## src/hdl/apsb_consts.svh

```systemverilog
// Constants for the analog pin select bank: register map, reset values, widths.
// Assumes the special-function register bus decodes page and address as given here.
// What this block does
// - Port 0 select bit n at 1 routes port 0 pin n to the analog multiplexer, at 0 leaves it open.
// - Port 1 select bit n at 1 routes port 1 pin n to the analog multiplexer, at 0 leaves it open.
// - Both 8-bit read-write select registers sit on register page 0x0 at 0x9A and 0x9B, reset 0.
// - For capacitive sensing every selected pin is presented to the sensing unit.
`ifndef APSB_CONSTS_SVH
`define APSB_CONSTS_SVH
`define APSB_PAGE 8'h00
`define APSB_ADDR_P0 8'h9A
`define APSB_ADDR_P1 8'h9B
`define APSB_RESET_VAL 8'h00
`define APSB_PINS 8
`endif

```

## src/hdl/apsb_pkg.sv

```systemverilog
// Types for the analog pin select bank.
// Assumes apsb_consts.svh for sizes.
`include "apsb_consts.svh"
package apsb_pkg;
    // Whole state of the bank
    typedef struct packed {
        logic [`APSB_PINS-1:0] port0Sel;
        logic [`APSB_PINS-1:0] port1Sel;
    } apsb_state_t;
endpackage

```

## src/hdl/apsb_analog_pin_router.sv

```systemverilog
// Analog pin select bank: two select registers steering the analog pin switches.
// Assumes a synchronous special-function register bus with page, address and strobes,
// and analog switch drivers that take the route outputs as steady levels.
`timescale 1ns/10ps
`include "apsb_consts.svh"
module apsb_analog_pin_router #(
    // Pins per port; the byte-wide registers serve no other count
    parameter int PinCount = `APSB_PINS
) (
    // Clock and reset
    input wire logic mclk,
    input wire logic rst_n,
    // Register bus
    input wire logic [7:0] sfrPage,
    input wire logic [7:0] sfrAddr,
    input wire logic sfrWr,
    input wire logic sfrRd,
    input wire logic [7:0] sfrWdata,
    output logic [7:0] sfrRdata,
    output logic sfrHit,
    // Routing to the analog switches
    output logic [7:0] port0Route,
    output logic [7:0] port1Route,
    output logic anyPinRouted
);
    // Refuse a pin count that the byte-wide registers and ports cannot carry
    // A wider bank needs wider bus ports and registers, not just this number
    if (PinCount != `APSB_PINS) begin : g_badPinCount
        $error("PinCount must match the eight-bit select registers");
    end

    // Whole state of the bank, plus its next value
    apsb_pkg::apsb_state_t state_q;
    apsb_pkg::apsb_state_t state_d;
    // Register selects for this cycle's bus request
    logic hitP0;
    logic hitP1;

    // True when the bus names the given register on this block's page
    function automatic logic regSelect(input logic [7:0] page, input logic [7:0] addr,
        input logic [7:0] target);
        regSelect = (page == `APSB_PAGE) && (addr == target);
    endfunction

    // Decode; other pages and addresses belong to other blocks
    // One shared function, so the write and read paths can never disagree
    assign hitP0 = regSelect(sfrPage, sfrAddr, `APSB_ADDR_P0);
    assign hitP1 = regSelect(sfrPage, sfrAddr, `APSB_ADDR_P1);
    assign sfrHit = hitP0 || hitP1;

    // A hit must sit on this block's page
    property p_hitPage;
        @(posedge mclk) disable iff (!rst_n)
        sfrHit |-> (sfrPage == `APSB_PAGE);
    endproperty
    a_hitPage: assert property (p_hitPage) else $error("hit on a foreign page");

    // Only the two mapped addresses may hit
    property p_hitAddr;
        @(posedge mclk) disable iff (!rst_n)
        sfrHit |-> (sfrAddr == `APSB_ADDR_P0 || sfrAddr == `APSB_ADDR_P1);
    endproperty
    a_hitAddr: assert property (p_hitAddr) else $error("hit on an unmapped address");

    // A mapped address on this page must hit, or its writes would be lost
    property p_hitTaken;
        @(posedge mclk) disable iff (!rst_n)
        (sfrPage == `APSB_PAGE && (sfrAddr == `APSB_ADDR_P0 || sfrAddr == `APSB_ADDR_P1))
            |-> sfrHit;
    endproperty
    a_hitTaken: assert property (p_hitTaken) else $error("register not decoded");

    // Next state: a write replaces the whole register, the other one is left alone
    // Both strobes in one cycle are fine: the read sees the old value
    always_comb begin
        state_d = state_q;
        if (sfrWr && hitP0) begin
            state_d.port0Sel = sfrWdata;
        end
        if (sfrWr && hitP1) begin
            state_d.port1Sel = sfrWdata;
        end
    end

    // A port 0 write reaches its routes on the next edge
    property p_wr0;
        @(posedge mclk) disable iff (!rst_n)
        (sfrWr && hitP0) |=> (port0Route == $past(sfrWdata));
    endproperty
    a_wr0: assert property (p_wr0) else $error("port0 write not applied");

    // A port 1 write reaches its routes on the next edge
    property p_wr1;
        @(posedge mclk) disable iff (!rst_n)
        (sfrWr && hitP1) |=> (port1Route == $past(sfrWdata));
    endproperty
    a_wr1: assert property (p_wr1) else $error("port1 write not applied");

    // A port 0 write leaves port 1 routing untouched
    property p_wr0Only;
        @(posedge mclk) disable iff (!rst_n)
        (sfrWr && hitP0) |=> $stable(port1Route);
    endproperty
    a_wr0Only: assert property (p_wr0Only) else $error("port1 disturbed");

    // A port 1 write leaves port 0 routing untouched
    property p_wr1Only;
        @(posedge mclk) disable iff (!rst_n)
        (sfrWr && hitP1) |=> $stable(port0Route);
    endproperty
    a_wr1Only: assert property (p_wr1Only) else $error("port0 disturbed");

    // Without a write the switches must hold still
    // A stray change would move charge into a pin under measurement
    property p_hold;
        @(posedge mclk) disable iff (!rst_n)
        !(sfrWr && sfrHit) |=> $stable(port0Route) && $stable(port1Route);
    endproperty
    a_hold: assert property (p_hold) else $error("routing changed without write");

    // Writes to other pages or addresses are refused
    property p_wrMiss;
        @(posedge mclk) disable iff (!rst_n)
        (sfrWr && !sfrHit) |=> $stable(port0Route) && $stable(port1Route);
    endproperty
    a_wrMiss: assert property (p_wrMiss) else $error("foreign write applied");

    // A full port 0 group select must reach every port 0 pin at once
    // The sensing unit binds or scans whatever is presented to it
    property p_all;
        @(posedge mclk) disable iff (!rst_n)
        (sfrWr && hitP0 && sfrWdata == 8'hFF) |=> (port0Route == 8'hFF);
    endproperty
    a_all: assert property (p_all) else $error("group select lost");

    // Registers clear to all-disconnected
    // The reset branch loads constants only, so release timing cannot leak data in
    always_ff @(posedge mclk or negedge rst_n) begin
        if (!rst_n) begin
            state_q <= {`APSB_RESET_VAL, `APSB_RESET_VAL};
        end else begin
            state_q <= state_d;
        end
    end

    // While reset is held, every switch is open and reads give zero
    // Two low samples, so the check never sees the flops before reset first reaches them
    property p_rstClear;
        @(posedge mclk)
        !rst_n ##1 !rst_n |-> (port0Route == `APSB_RESET_VAL &&
            port1Route == `APSB_RESET_VAL && !anyPinRouted && sfrRdata == 8'h00);
    endproperty
    a_rstClear: assert property (p_rstClear) else $error("reset left pins routed");

    // Routing straight from the flops, so switches never glitch on bus activity
    // Every selected pin is presented at once; the front end picks how to use them
    assign port0Route = state_q.port0Sel;
    assign port1Route = state_q.port1Sel;
    // Lets the converter side see that pins are routed; policing is software's job
    assign anyPinRouted = |{state_q.port0Sel, state_q.port1Sel};

    // The routed flag follows the routes exactly
    property p_anyFlag;
        @(posedge mclk) disable iff (!rst_n)
        anyPinRouted == ((port0Route != 8'h00) || (port1Route != 8'h00));
    endproperty
    a_anyFlag: assert property (p_anyFlag) else $error("routed flag wrong");

    // Read mux; unmapped addresses read zero
    // Zero outside a read keeps the shared read bus quiet for other blocks
    always_comb begin
        sfrRdata = 8'h00;
        if (sfrRd && hitP0) begin
            sfrRdata = state_q.port0Sel;
        end else if (sfrRd && hitP1) begin
            sfrRdata = state_q.port1Sel;
        end
    end

    // A port 0 read shows the register in the same cycle
    property p_rd0;
        @(posedge mclk) disable iff (!rst_n)
        (sfrRd && hitP0) |-> (sfrRdata == port0Route);
    endproperty
    a_rd0: assert property (p_rd0) else $error("port0 readback mismatch");

    // A port 1 read shows the register in the same cycle
    property p_rd;
        @(posedge mclk) disable iff (!rst_n)
        (sfrRd && hitP1) |-> (sfrRdata == port1Route);
    endproperty
    a_rd: assert property (p_rd) else $error("readback mismatch");

    // No read, or a foreign address, leaves the read data at zero
    property p_rdIdle;
        @(posedge mclk) disable iff (!rst_n)
        !(sfrRd && sfrHit) |-> (sfrRdata == 8'h00);
    endproperty
    a_rdIdle: assert property (p_rdIdle) else $error("read data not quiet");

    // Reading port 0 right after writing it returns what was written
    property p_rdBack0;
        @(posedge mclk) disable iff (!rst_n)
        (sfrWr && hitP0) ##1 (sfrRd && hitP0)
            |-> (sfrRdata == $past(sfrWdata));
    endproperty
    a_rdBack0: assert property (p_rdBack0) else $error("port0 write not read back");

    // Reading port 1 right after writing it returns what was written
    property p_rdBack1;
        @(posedge mclk) disable iff (!rst_n)
        (sfrWr && hitP1) ##1 (sfrRd && hitP1)
            |-> (sfrRdata == $past(sfrWdata));
    endproperty
    a_rdBack1: assert property (p_rdBack1) else $error("port1 write not read back");

    // Main scenarios: both writes, a live readback, a full group, read with write
    // Coverage only; nothing here changes behaviour
    c_w0: cover property (@(posedge mclk) sfrWr && hitP0);
    c_w1: cover property (@(posedge mclk) sfrWr && hitP1);
    c_rd: cover property (@(posedge mclk) sfrRd && hitP0 && sfrRdata != 8'h00);
    c_group: cover property (@(posedge mclk) port0Route == 8'hFF);
    c_rdWr: cover property (@(posedge mclk) sfrRd && sfrWr && sfrHit);
endmodule

```

## config.mk

```make
export PLATFORM = sky130hd
export DESIGN_NAME = apsb_analog_pin_router
export DESIGN_NICKNAME = d
export VERILOG_FILES = /design/src/hdl/apsb_pkg.sv /design/src/hdl/apsb_analog_pin_router.sv
export VERILOG_INCLUDE_DIRS = /design/src /design/src/hdl
export SDC_FILE = /design/constraint.sdc
export NUM_CORES = 1
export LEC_CHECK = 0
export ABC_AREA = 1
export BUFFER_PORTS_ARGS = -buffer_cell sky130_fd_sc_hd__buf_4
export CORE_UTILIZATION = 39
export DETAILED_ROUTE_END_ITERATION = 6
export HOLD_SLACK_MARGIN = 0.05
export PLACE_DENSITY_LB_ADDON = 0.05
export SYNTH_ARGS = -nofsm -noshare
export SYNTH_HDL_FRONTEND = slang
export SYNTH_SLANG_ARGS = --single-unit
```

## constraint.sdc

```tcl
create_clock -name mclk -period 0.9 [get_ports mclk]
set_input_delay 0.09 -clock mclk [delete_from_list [all_inputs] [get_ports mclk]]
set_output_delay 0.09 -clock mclk [all_outputs]
set_load 0.1 [all_outputs]
```

==> results of run 1 <==
==> metrics by stage <==
stage               setup WS [ns]  instances  TNS (ns)
detailed placement         -0.497        236    -10.61
floorplan                   -1.04        134     -3.11
global placement           -0.470        236     -9.74
==> cell families after synthesis <==
| logic type | after synthesis | share of synthesized area (%) |
|---|---|---|
| flip-flops | 16 | 41.6 |
| AO/OA/AOI/OAI | 8 | 4.55 |
| AND/OR/NAND/NOR | 98 | 48.4 |
| buffers and inverters | 12 | 5.45 |
==> summary.txt, run 1 <==
Synthesis
  • Post-synth top area cell: dfrtp_1
  • Gate Count Post-Synth: 134
  • Post-synth top cells: 67 x nand2_1, 16 x dfrtp_1, 10 x inv_1
  • Largest cells by area after synthesis: dfrtp_1 42%, nand2_1 26%, nand4_1 5.8%, nor2_4 5.8%, inv_1 3.9%
  • Main synth FF type: dfrtp_1
  • Mapped cell area: 963 um2
  • Sequential area share after synthesis: 41.6%
  • Yosys warning count: 0
  • Most numerous cell in the Yosys netlist: nand2_1
  • Synth unique cells: 14
  • Share of the synthesized area in the top cell type: between 40% and 50%
  • Post-synth ARST share: 100%
  • Synthesis-stage register bit count: 16
  • Avg Inst Size Synth: 7.19 um2
  • EDFF count, synth: 0
  • Synthesized net count: 162

Floorplan
  • I/O pin total: 54
  • Row Count: 17
  • Initial core utilization: 42.3%
  • Die W: 51.7 um
  • Die height: ~52 um

CTS
  • H-tree depth: 1
  • Root Buffer: clkbuf_4
  • Resize count post-CTS: 117
  • CTS Hold Bufs: 9
  • Num CTS Buffers: 3
  • Sink Count: 16
  • Maximum clock path buffer count: 2
  • Setup Fix Bufs, Post-CTS: 2

Place
  • Final Wtd Congestion: 0.803
  • Final HPWL DP: approximately 2400 um
  • Post-DP Area: approximately 1700 um2
  • Number of buffers added on ports: 53

Status
  • Error: [ERROR DPL-0038] Utilization greater than 100%, impossible to legalize
  • Outcome: stopped before the end
  • Exit stage: clock tree synthesis (4_1_cts)
==> run 2, diff against run 1 <==
--- a/config.mk
+++ b/config.mk
@@ -8,10 +8,10 @@
 export LEC_CHECK = 0
 export ABC_AREA = 1
 export BUFFER_PORTS_ARGS = -buffer_cell sky130_fd_sc_hd__buf_4
-export CORE_UTILIZATION = 39
+export CORE_AREA = 2 2 63 65
 export DETAILED_ROUTE_END_ITERATION = 6
-export HOLD_SLACK_MARGIN = 0.05
-export PLACE_DENSITY_LB_ADDON = 0.05
+export DIE_AREA = 0 0 65 67
+export PLACE_DENSITY_LB_ADDON = 0.15
 export SYNTH_ARGS = -nofsm -noshare
 export SYNTH_HDL_FRONTEND = slang
 export SYNTH_SLANG_ARGS = --single-unit
==> constraint.sdc (replaced) <==
create_clock -name mclk -period 1.17 [get_ports mclk]
set_input_delay 0.117 -clock mclk [delete_from_list [all_inputs] [get_ports mclk]]
set_output_delay 0.117 -clock mclk [all_outputs]
set_load 0.1 [all_outputs]
==> summary.txt, run 2 <==
Status
  • Outcome: finished, violations left
  • Violated checks: setup timing

Worst setup path
  • Max incr delay on CP: 0.48 ns
  • Cell breakdown of the critical path: nor4_2 > nand4_1 > buf_8
  • Critical path origin: port1Route[6]
  • CP max FO: 2
  • Critical path endpoint category: output pin
  • Critical Path End: anyPinRouted
  • Kind of critical path: reg -> out
  • Reg2reg setup slack: 0.22 ns
  • Depth of the most critical reg-to-reg path: 4
  • Critical path arrival: 1.47 ns
  • Critical path required time: 1.05 ns
  • Worst setup SP type: register
  • Critical Path Slowest Stage Cell: dfrtp_4
  • Reg2reg end: port1Route[4]
  • Reg-to-Reg Start: port1Route[4]

STA
  • Worst Tran Pin Value: 0.260 ns
  • Worst Slack Setup Final: -0.418 ns
  • Max-slew violation count: 0
  • RSZ-0062 raised after global routing: yes
  • Tcrit/Tclk final: 136%
  • Max Clk Rate: ~0.63 GHz
  • Max_slew headroom: 82.7%
  • Setup violations, final: 11
  • Tmin final: around 1.6 ns
  • Final Skew: 0 ns
  • Final Hold Vio Count: 0

Synthesis
  • Gate Count Post-Synth: 134 (unchanged)
  • Post-synth ARST share: 100% (unchanged)
  • Synthesis-stage register bit count: 16 (unchanged)
  • Mux contribution to synthesized area: 0% (unchanged)
  • Main synth FF type: dfrtp_1
  • Synthesized net count: 162 (unchanged)
  • Adder-cell share of the synthesized area: 0% (unchanged)
  • Synth unique cells: 14 (unchanged)
  • Yosys warning count: 0 (unchanged)
  • Avg Inst Size Synth: 7.19 um2 (unchanged)
  • EDFF count, synth: 0 (unchanged)
  • Post-synth top area cell: dfrtp_1
  • Compound-Gate Fraction of Synth Area: 4.55% (unchanged)
  • Most numerous cell in the Yosys netlist: nand2_1
  • Post-Synth XOR/XNOR Area: 0% (unchanged)
  • Largest family of logic cells by synthesized area: simple AND/OR/NAND/NOR gates
  • Mapped cell area: 963 um2 (unchanged)
  • Share of the synthesized area in the top cell type: 41.6% (unchanged)
  • Post-synth top cells: 67 x nand2_1, 16 x dfrtp_1, 10 x inv_1
  • Simple-gate share of the synthesized area: 48.4% (unchanged)
  • Sequential area share after synthesis: 41.6% (unchanged)
  • Largest cells by area after synthesis: dfrtp_1 42%, nand2_1 26%, nand4_1 5.8%, nor2_4 5.8%, inv_1 3.9%

Global routing
  • Global-route wire length before repair: about 6200 um
  • Grt ovf: 0
  • GR Util All Layers: 19.1%
  • Vias in the first global route: 1316
  • Largest net degree at the start of global routing: 17
  • Initial antenna violation count: 0

Place
  • Post-DP Area: 1700 um2 (-2.7%)
  • Final Wtd Congestion: 0.737 (-8.2%)
  • Number of buffers added on ports: 53 (unchanged)
  • Final HPWL DP: 2460 um (+3.4%)

Layout
  • Leading cell type in the layout, fill and taps excluded: nand2_1
  • Fillers: 294
  • Ant. Diodes: 0
  • Commonest non-fill, non-tap cells in the layout: 43 x nand2_1, 35 x buf_6, 27 x buf_4
  • Post-route design area: roughly 2500 um2
  • Multi-input gate area: ~760 um2
  • Layout cells sized above 1: 70.2%
  • Area grow syn2layout: 157%
  • Final net count: roughly 260
  • Register area: ~460 um2

CTS
  • H-tree depth: 1 (unchanged)
  • Sink Count: 16 (unchanged)
  • Maximum clock path buffer count: 2 (unchanged)
  • CTS tree: done
  • Reg clk slew, reported paths: 0.06 ns
  • Worst skew pair latency: 0.25 ns
  • Num CTS Buffers: 3 (unchanged)
  • Root Buffer: clkbuf_8

Floorplan
  • Die W: 65 um (+26%)
  • Initial core utilization: 26.7% (-16 points)
  • I/O pin total: 54 (unchanged)
  • Row Count: 22 (+5)
  • Die height: 67 um (+30%)
  • Core box area: 3610 um2
  • Die area: 4360 um2

Hold path
  • Worst Hold Class: in -> reg
  • Hold depth: 3

Route
  • Wire per inst: 14.6 um
  • Via count: between 1000 and 1500
  • Post-route ant nets: 0
  • Residual DRC count: 0
  • Vias per inst: 4.68
  • Initial DRC Count: 25
  • DRT Wirelength: 3990 um
  • DRT Pass-1 Iters: 4

Power
  • Cell-internal power: 878 uW
  • Power Total: ~1100 uW
  • Max VDD drop: 0.391 mV
  • Clock share of power: 35.5%
  • Seq pwr share: 48.4%
  • LEAKAGE: ~0.0013 uW
  • Pwr dens: 463 nW/um2
  • Sw Ratio: 23.2%
  • Switch Pwr: between 200 and 300 uW
  • Gate power share: 16.1%

Run
  • Max-cap viol count: 0
-- run 2: cell counts after synthesis --
Identical to the previous run, type by type.
-- run 2: cell families (layout without fill, tap and decap cells) --
family / count (synthesis) / count (layout)
simple gates: 98 / 99
buf+inv: 12 / 102
flops: 16 / 16
compound gates: 8 / 8
-- run 2: layout make-up --
class,instances,share of cell area (%)
clock buffer,3,1.67
tap,48,2.43
inverter,10,1.52
sequential,16,18.6
multi-input combinational,107,30.8
timing repair buffer,89,45.0
-- run 2: worst min path at each step --
stage,startpoint,slack (ns),endpoint
3_5_place_dp,rst_n,-0.01,port0Route[0]
4_1_cts,sfrWdata[7],0.07,port1Route[7]
2_1_floorplan,rst_n,-0.18,port0Route[0]
3_3_place_gp,rst_n,-0.01,port0Route[0]
5_1_grt,sfrWdata[7],0.08,port1Route[7]
6_report,sfrWdata[7],0.07,port1Route[7]
-- run 2: routing by layer --
layer  GRT usage [%]  part of all wire (%)
met5               0                     0
met2            35.1                    55
met1            22.2                    38
met4            6.38                   1.4
met3            3.38                   5.2
-- run 2: stage by stage --
| stage | TNS (ns) | worst slack, ns | cells | hold slack [ns] | utilization [%] |
|---|---|---|---|---|---|
| 3_3_place_gp | -4.12 | -0.309 | 255 | -0.0134 | 47.1 |
| 5_1_grt | -2.62 | -0.447 | 273 | 0.0790 | 68.6 |
| 6_report | -2.08 | -0.418 | 273 | 0.0735 | 68.6 |
| 3_5_place_dp | -4.38 | -0.313 | 255 | -0.00970 | 47.1 |
| 2_1_floorplan | -0.896 | -0.797 | 134 | -0.179 | - |
| 4_1_cts | -2.17 | -0.420 | 268 | 0.0675 | 61.5 |
-- run 2: critical path: cells and delay by family (launching register included) --
kind,cells,cell delay [ns]
buffers and inverters,1,0.23
DFF,1,0.48
and+or+nand+nor,2,0.52
-- run 2: what timing repair did --
item | 4_1_cts | 5_1_grt
resized for setup | 98 | 60
setup endpoints to repair | 26 | 28
endpoints found under the hold margin | 16 | 0
pin swaps | 14 | 23
gates cloned | 1 | 0
setup buffers | 9 | 6
hold buffers | 1 | 0
-- run 2: power by group through the flow --
stage               Clock (uW)  Combinational (uW)  Sequential (uW)
floorplan                    0                32.2              567
global placement             0                 132              565
detailed placement           0                 134              565
CTS                        421                 144              553
global route               439                 198              553
finish                     406                 184              553
Power figures use the tool's default switching activity.
==> run 3, diff against run 2 <==
--- a/config.mk
+++ b/config.mk
@@ -7,10 +7,10 @@
 export NUM_CORES = 1
 export LEC_CHECK = 0
 export ABC_AREA = 1
-export BUFFER_PORTS_ARGS = -buffer_cell sky130_fd_sc_hd__buf_4
 export CORE_AREA = 2 2 63 65
 export DETAILED_ROUTE_END_ITERATION = 6
 export DIE_AREA = 0 0 65 67
+export DONT_BUFFER_PORTS = 1
 export PLACE_DENSITY_LB_ADDON = 0.15
 export SYNTH_ARGS = -nofsm -noshare
 export SYNTH_HDL_FRONTEND = slang
==> constraint.sdc (replaced) <==
create_clock -name mclk -period 1.17 [get_ports mclk]
set_input_delay 0.117 -clock mclk [delete_from_list [all_inputs] [get_ports mclk]]
set_output_delay 0.117 -clock mclk [all_outputs]
set_load 0.005 [all_outputs]
==> summary.txt, run 3 (synthesis results as in run 2) <==
Worst setup path
  • Critical Path Slowest Stage Cell: dfrtp_1
  • Delay-heaviest family, CP: simple AND/OR/NAND/NOR gates
  • CP max FO: 2 (unchanged)
  • Critical path buffers and inverters: 0 (-1)
  • Critical path endpoint category: output pin
  • Critical path arrival: 1.16 ns (-0.31 ns)
  • Cell breakdown of the critical path: nor4_4 > nand4_1
  • Critical path required time: 1.05 ns (about the same)
  • Kind of critical path: reg -> out
  • Worst setup SP type: register
  • Max incr delay on CP: 0.41 ns (-0.07 ns)

Global routing
  • Global-route wire length before repair: 4810 um (-23%)
  • Grt ovf: 0 (unchanged)
  • Vias in the first global route: 1033 (-22%)
  • GR Util All Layers: 14.6% (-4.4 points)
  • Initial antenna violation count: 0 (unchanged)
  • Largest net degree at the start of global routing: 17 (unchanged)

STA
  • Tcrit/Tclk final: 109% (-27 points)
  • RSZ-0062 raised after global routing: yes
  • Worst Slack Setup Final: -0.106 ns (+0.312 ns)
  • Setup violations, final: 2 (-9)
  • Worst Tran Pin Value: 0.737 ns (+0.477 ns)
  • Final Hold Vio Count: 0 (unchanged)
  • Max-slew violation count: 0 (unchanged)
  • Tmin final: 1.28 ns (-0.312 ns)
  • Max_slew headroom: 50.7% (-32 points)
  • Final Skew: 0 ns (unchanged)
  • Max Clk Rate: 0.784 GHz (+24%)

Place
  • Dpl cells: 191 (-25%)
  • Final Wtd Congestion: 0.760 (+3.2%)
  • Final HPWL DP: 2180 um (-11%)
  • Number of buffers added on ports: 0 (-100%)

Route
  • Vias per inst: 4.80 (+2.6%)
  • Wire per inst: 14.6 um (-0.24%)
  • Residual DRC count: 0 (unchanged)
  • DRT Wirelength: 3020 um (-24%)
  • Initial DRC Count: 18 (-28%)
  • Via count: 993 (-22%)
  • DRT Pass-1 Iters: 4 (unchanged)
  • Post-route ant nets: 0 (unchanged)

CTS
  • Maximum clock path buffer count: 2 (unchanged)
  • CTS tree: done
  • Reg clk slew, reported paths: 0.06 ns (about the same)
  • H-tree depth: 1 (unchanged)
  • Worst skew pair latency: 0.25 ns (about the same)
  • Num CTS Buffers: 3 (unchanged)
  • Root Buffer: clkbuf_8
  • Sink Count: 16 (unchanged)

Layout
  • Layout Cells excl Fill: 207 (-24%)
  • Area grow syn2layout: 43.4%
  • Ant. Diodes: 0 (unchanged)
  • Multi-input gate area: 626 um2 (-18%)
  • Commonest non-fill, non-tap cells in the layout: 56 x nand2_1, 16 x dfrtp_1, 12 x buf_4
  • Layout cells sized above 1: 33.3% (-37 points)
  • Register area: 400 um2 (-13%)
  • Final net count: 188 (-26%)
  • Layout Utilization: 38.3% (-30 points)
  • Leading cell type in the layout, fill and taps excluded: nand2_1
  • Fillers: 383 (+30%)

Floorplan
  • Core box area: 3610 um2 (unchanged)
  • Die height: 67 um (unchanged)
  • Die W: 65 um (unchanged)
  • I/O pin total: 54 (unchanged)
  • Row Count: 22 (unchanged)
  • Initial core utilization: 26.7% (unchanged)
  • Die area: 4360 um2 (unchanged)

Hold path
  • Worst Hold Class: in -> reg

Status
  • Violated checks: setup timing
  • Outcome: finished, violations left

Power
  • Pwr dens: 818 nW/um2 (+77%)
  • Max VDD drop: 0.685 mV (+75%)
  • LEAKAGE: 0.000714 uW (-43%)

Run
  • Max-cap viol count: 0 (unchanged)
[run 3: cell count changes in the layout (fill, tap and decap cells not counted), sizes merged]
| cell | change |
|---|---|
| nor2 | -1 |
| dlygate4sd3 | +8 |
| clkbuf | +1 |
| buf | -74 |
[run 3: metal layers]
layer	vias up	global-route usage (%)	wire length [um]
met5	-	0	0
met4	0	6.12	59
met3	6	4.56	265
met2	47	23.3	1440
met1	462	18.3	1260
li1	478	-	-
[run 3: report_power, final]
group / internal [uW] / switching, uW
registers: 553 / 0.237
clock network: 299 / 196
logic: 37.1 / 44.3
total: 889 / 240
[run 3: what timing repair did]
action	in CTS	in global routing
hold endpoints to repair	32	0
pin swaps	2	23
resized for setup	5	28
hold buffers	9	0
setup buffers	0	3
setup endpoints to repair	1	9
[run 3: worst min-delay path, stage by stage]
cell     delay (ns)
nand2_4        0.08
nand2_1        0.07
nand2_1        0.04
[run 3: path summary, 6_finish.rpt]
kind                                     from            end  slack (ns)  depth (start not counted)
worst min-delay path                    sfrWr  port1Route[6]         0.1                          3
worst min register to register  port1Route[1]  port1Route[1]        0.58                          2
max in group asynchronous               rst_n  port0Route[6]        0.34                          1
worst max-delay path            port1Route[6]   anyPinRouted       -0.11                          2
min in group asynchronous               rst_n  port1Route[2]        0.37                          1
worst max register to register  port1Route[6]  port1Route[6]        0.29                          4
[run 3: area by class of cell]
class	count	share of cell area [%]
Multi-Input combinational cell	106	45.3
Sequential cell	16	29.0
Timing Repair Buffer	23	14.7
Tap cell	48	4.35
Clock buffer	4	3.99
Inverter	10	2.72
[run 3: through the flow]
| stage | hold slack [ns] | setup WS [ns] | instance area, um2 | total power (uW) | TNS [ns] |
|---|---|---|---|---|---|
| finish | 0.0953 | -0.106 | 1380 | 1130 | -0.154 |
| global route | 0.112 | -0.143 | 1380 | 1160 | -0.399 |
| CTS | 0.102 | -0.0920 | 1270 | 1120 | -0.0920 |
| detailed placement | -0.178 | 0.0260 | 1090 | 596 | 0 |
| global placement | -0.178 | 0.0408 | 1090 | 595 | 0 |
| floorplan | -0.179 | 0.223 | 963 | 595 | 0 |
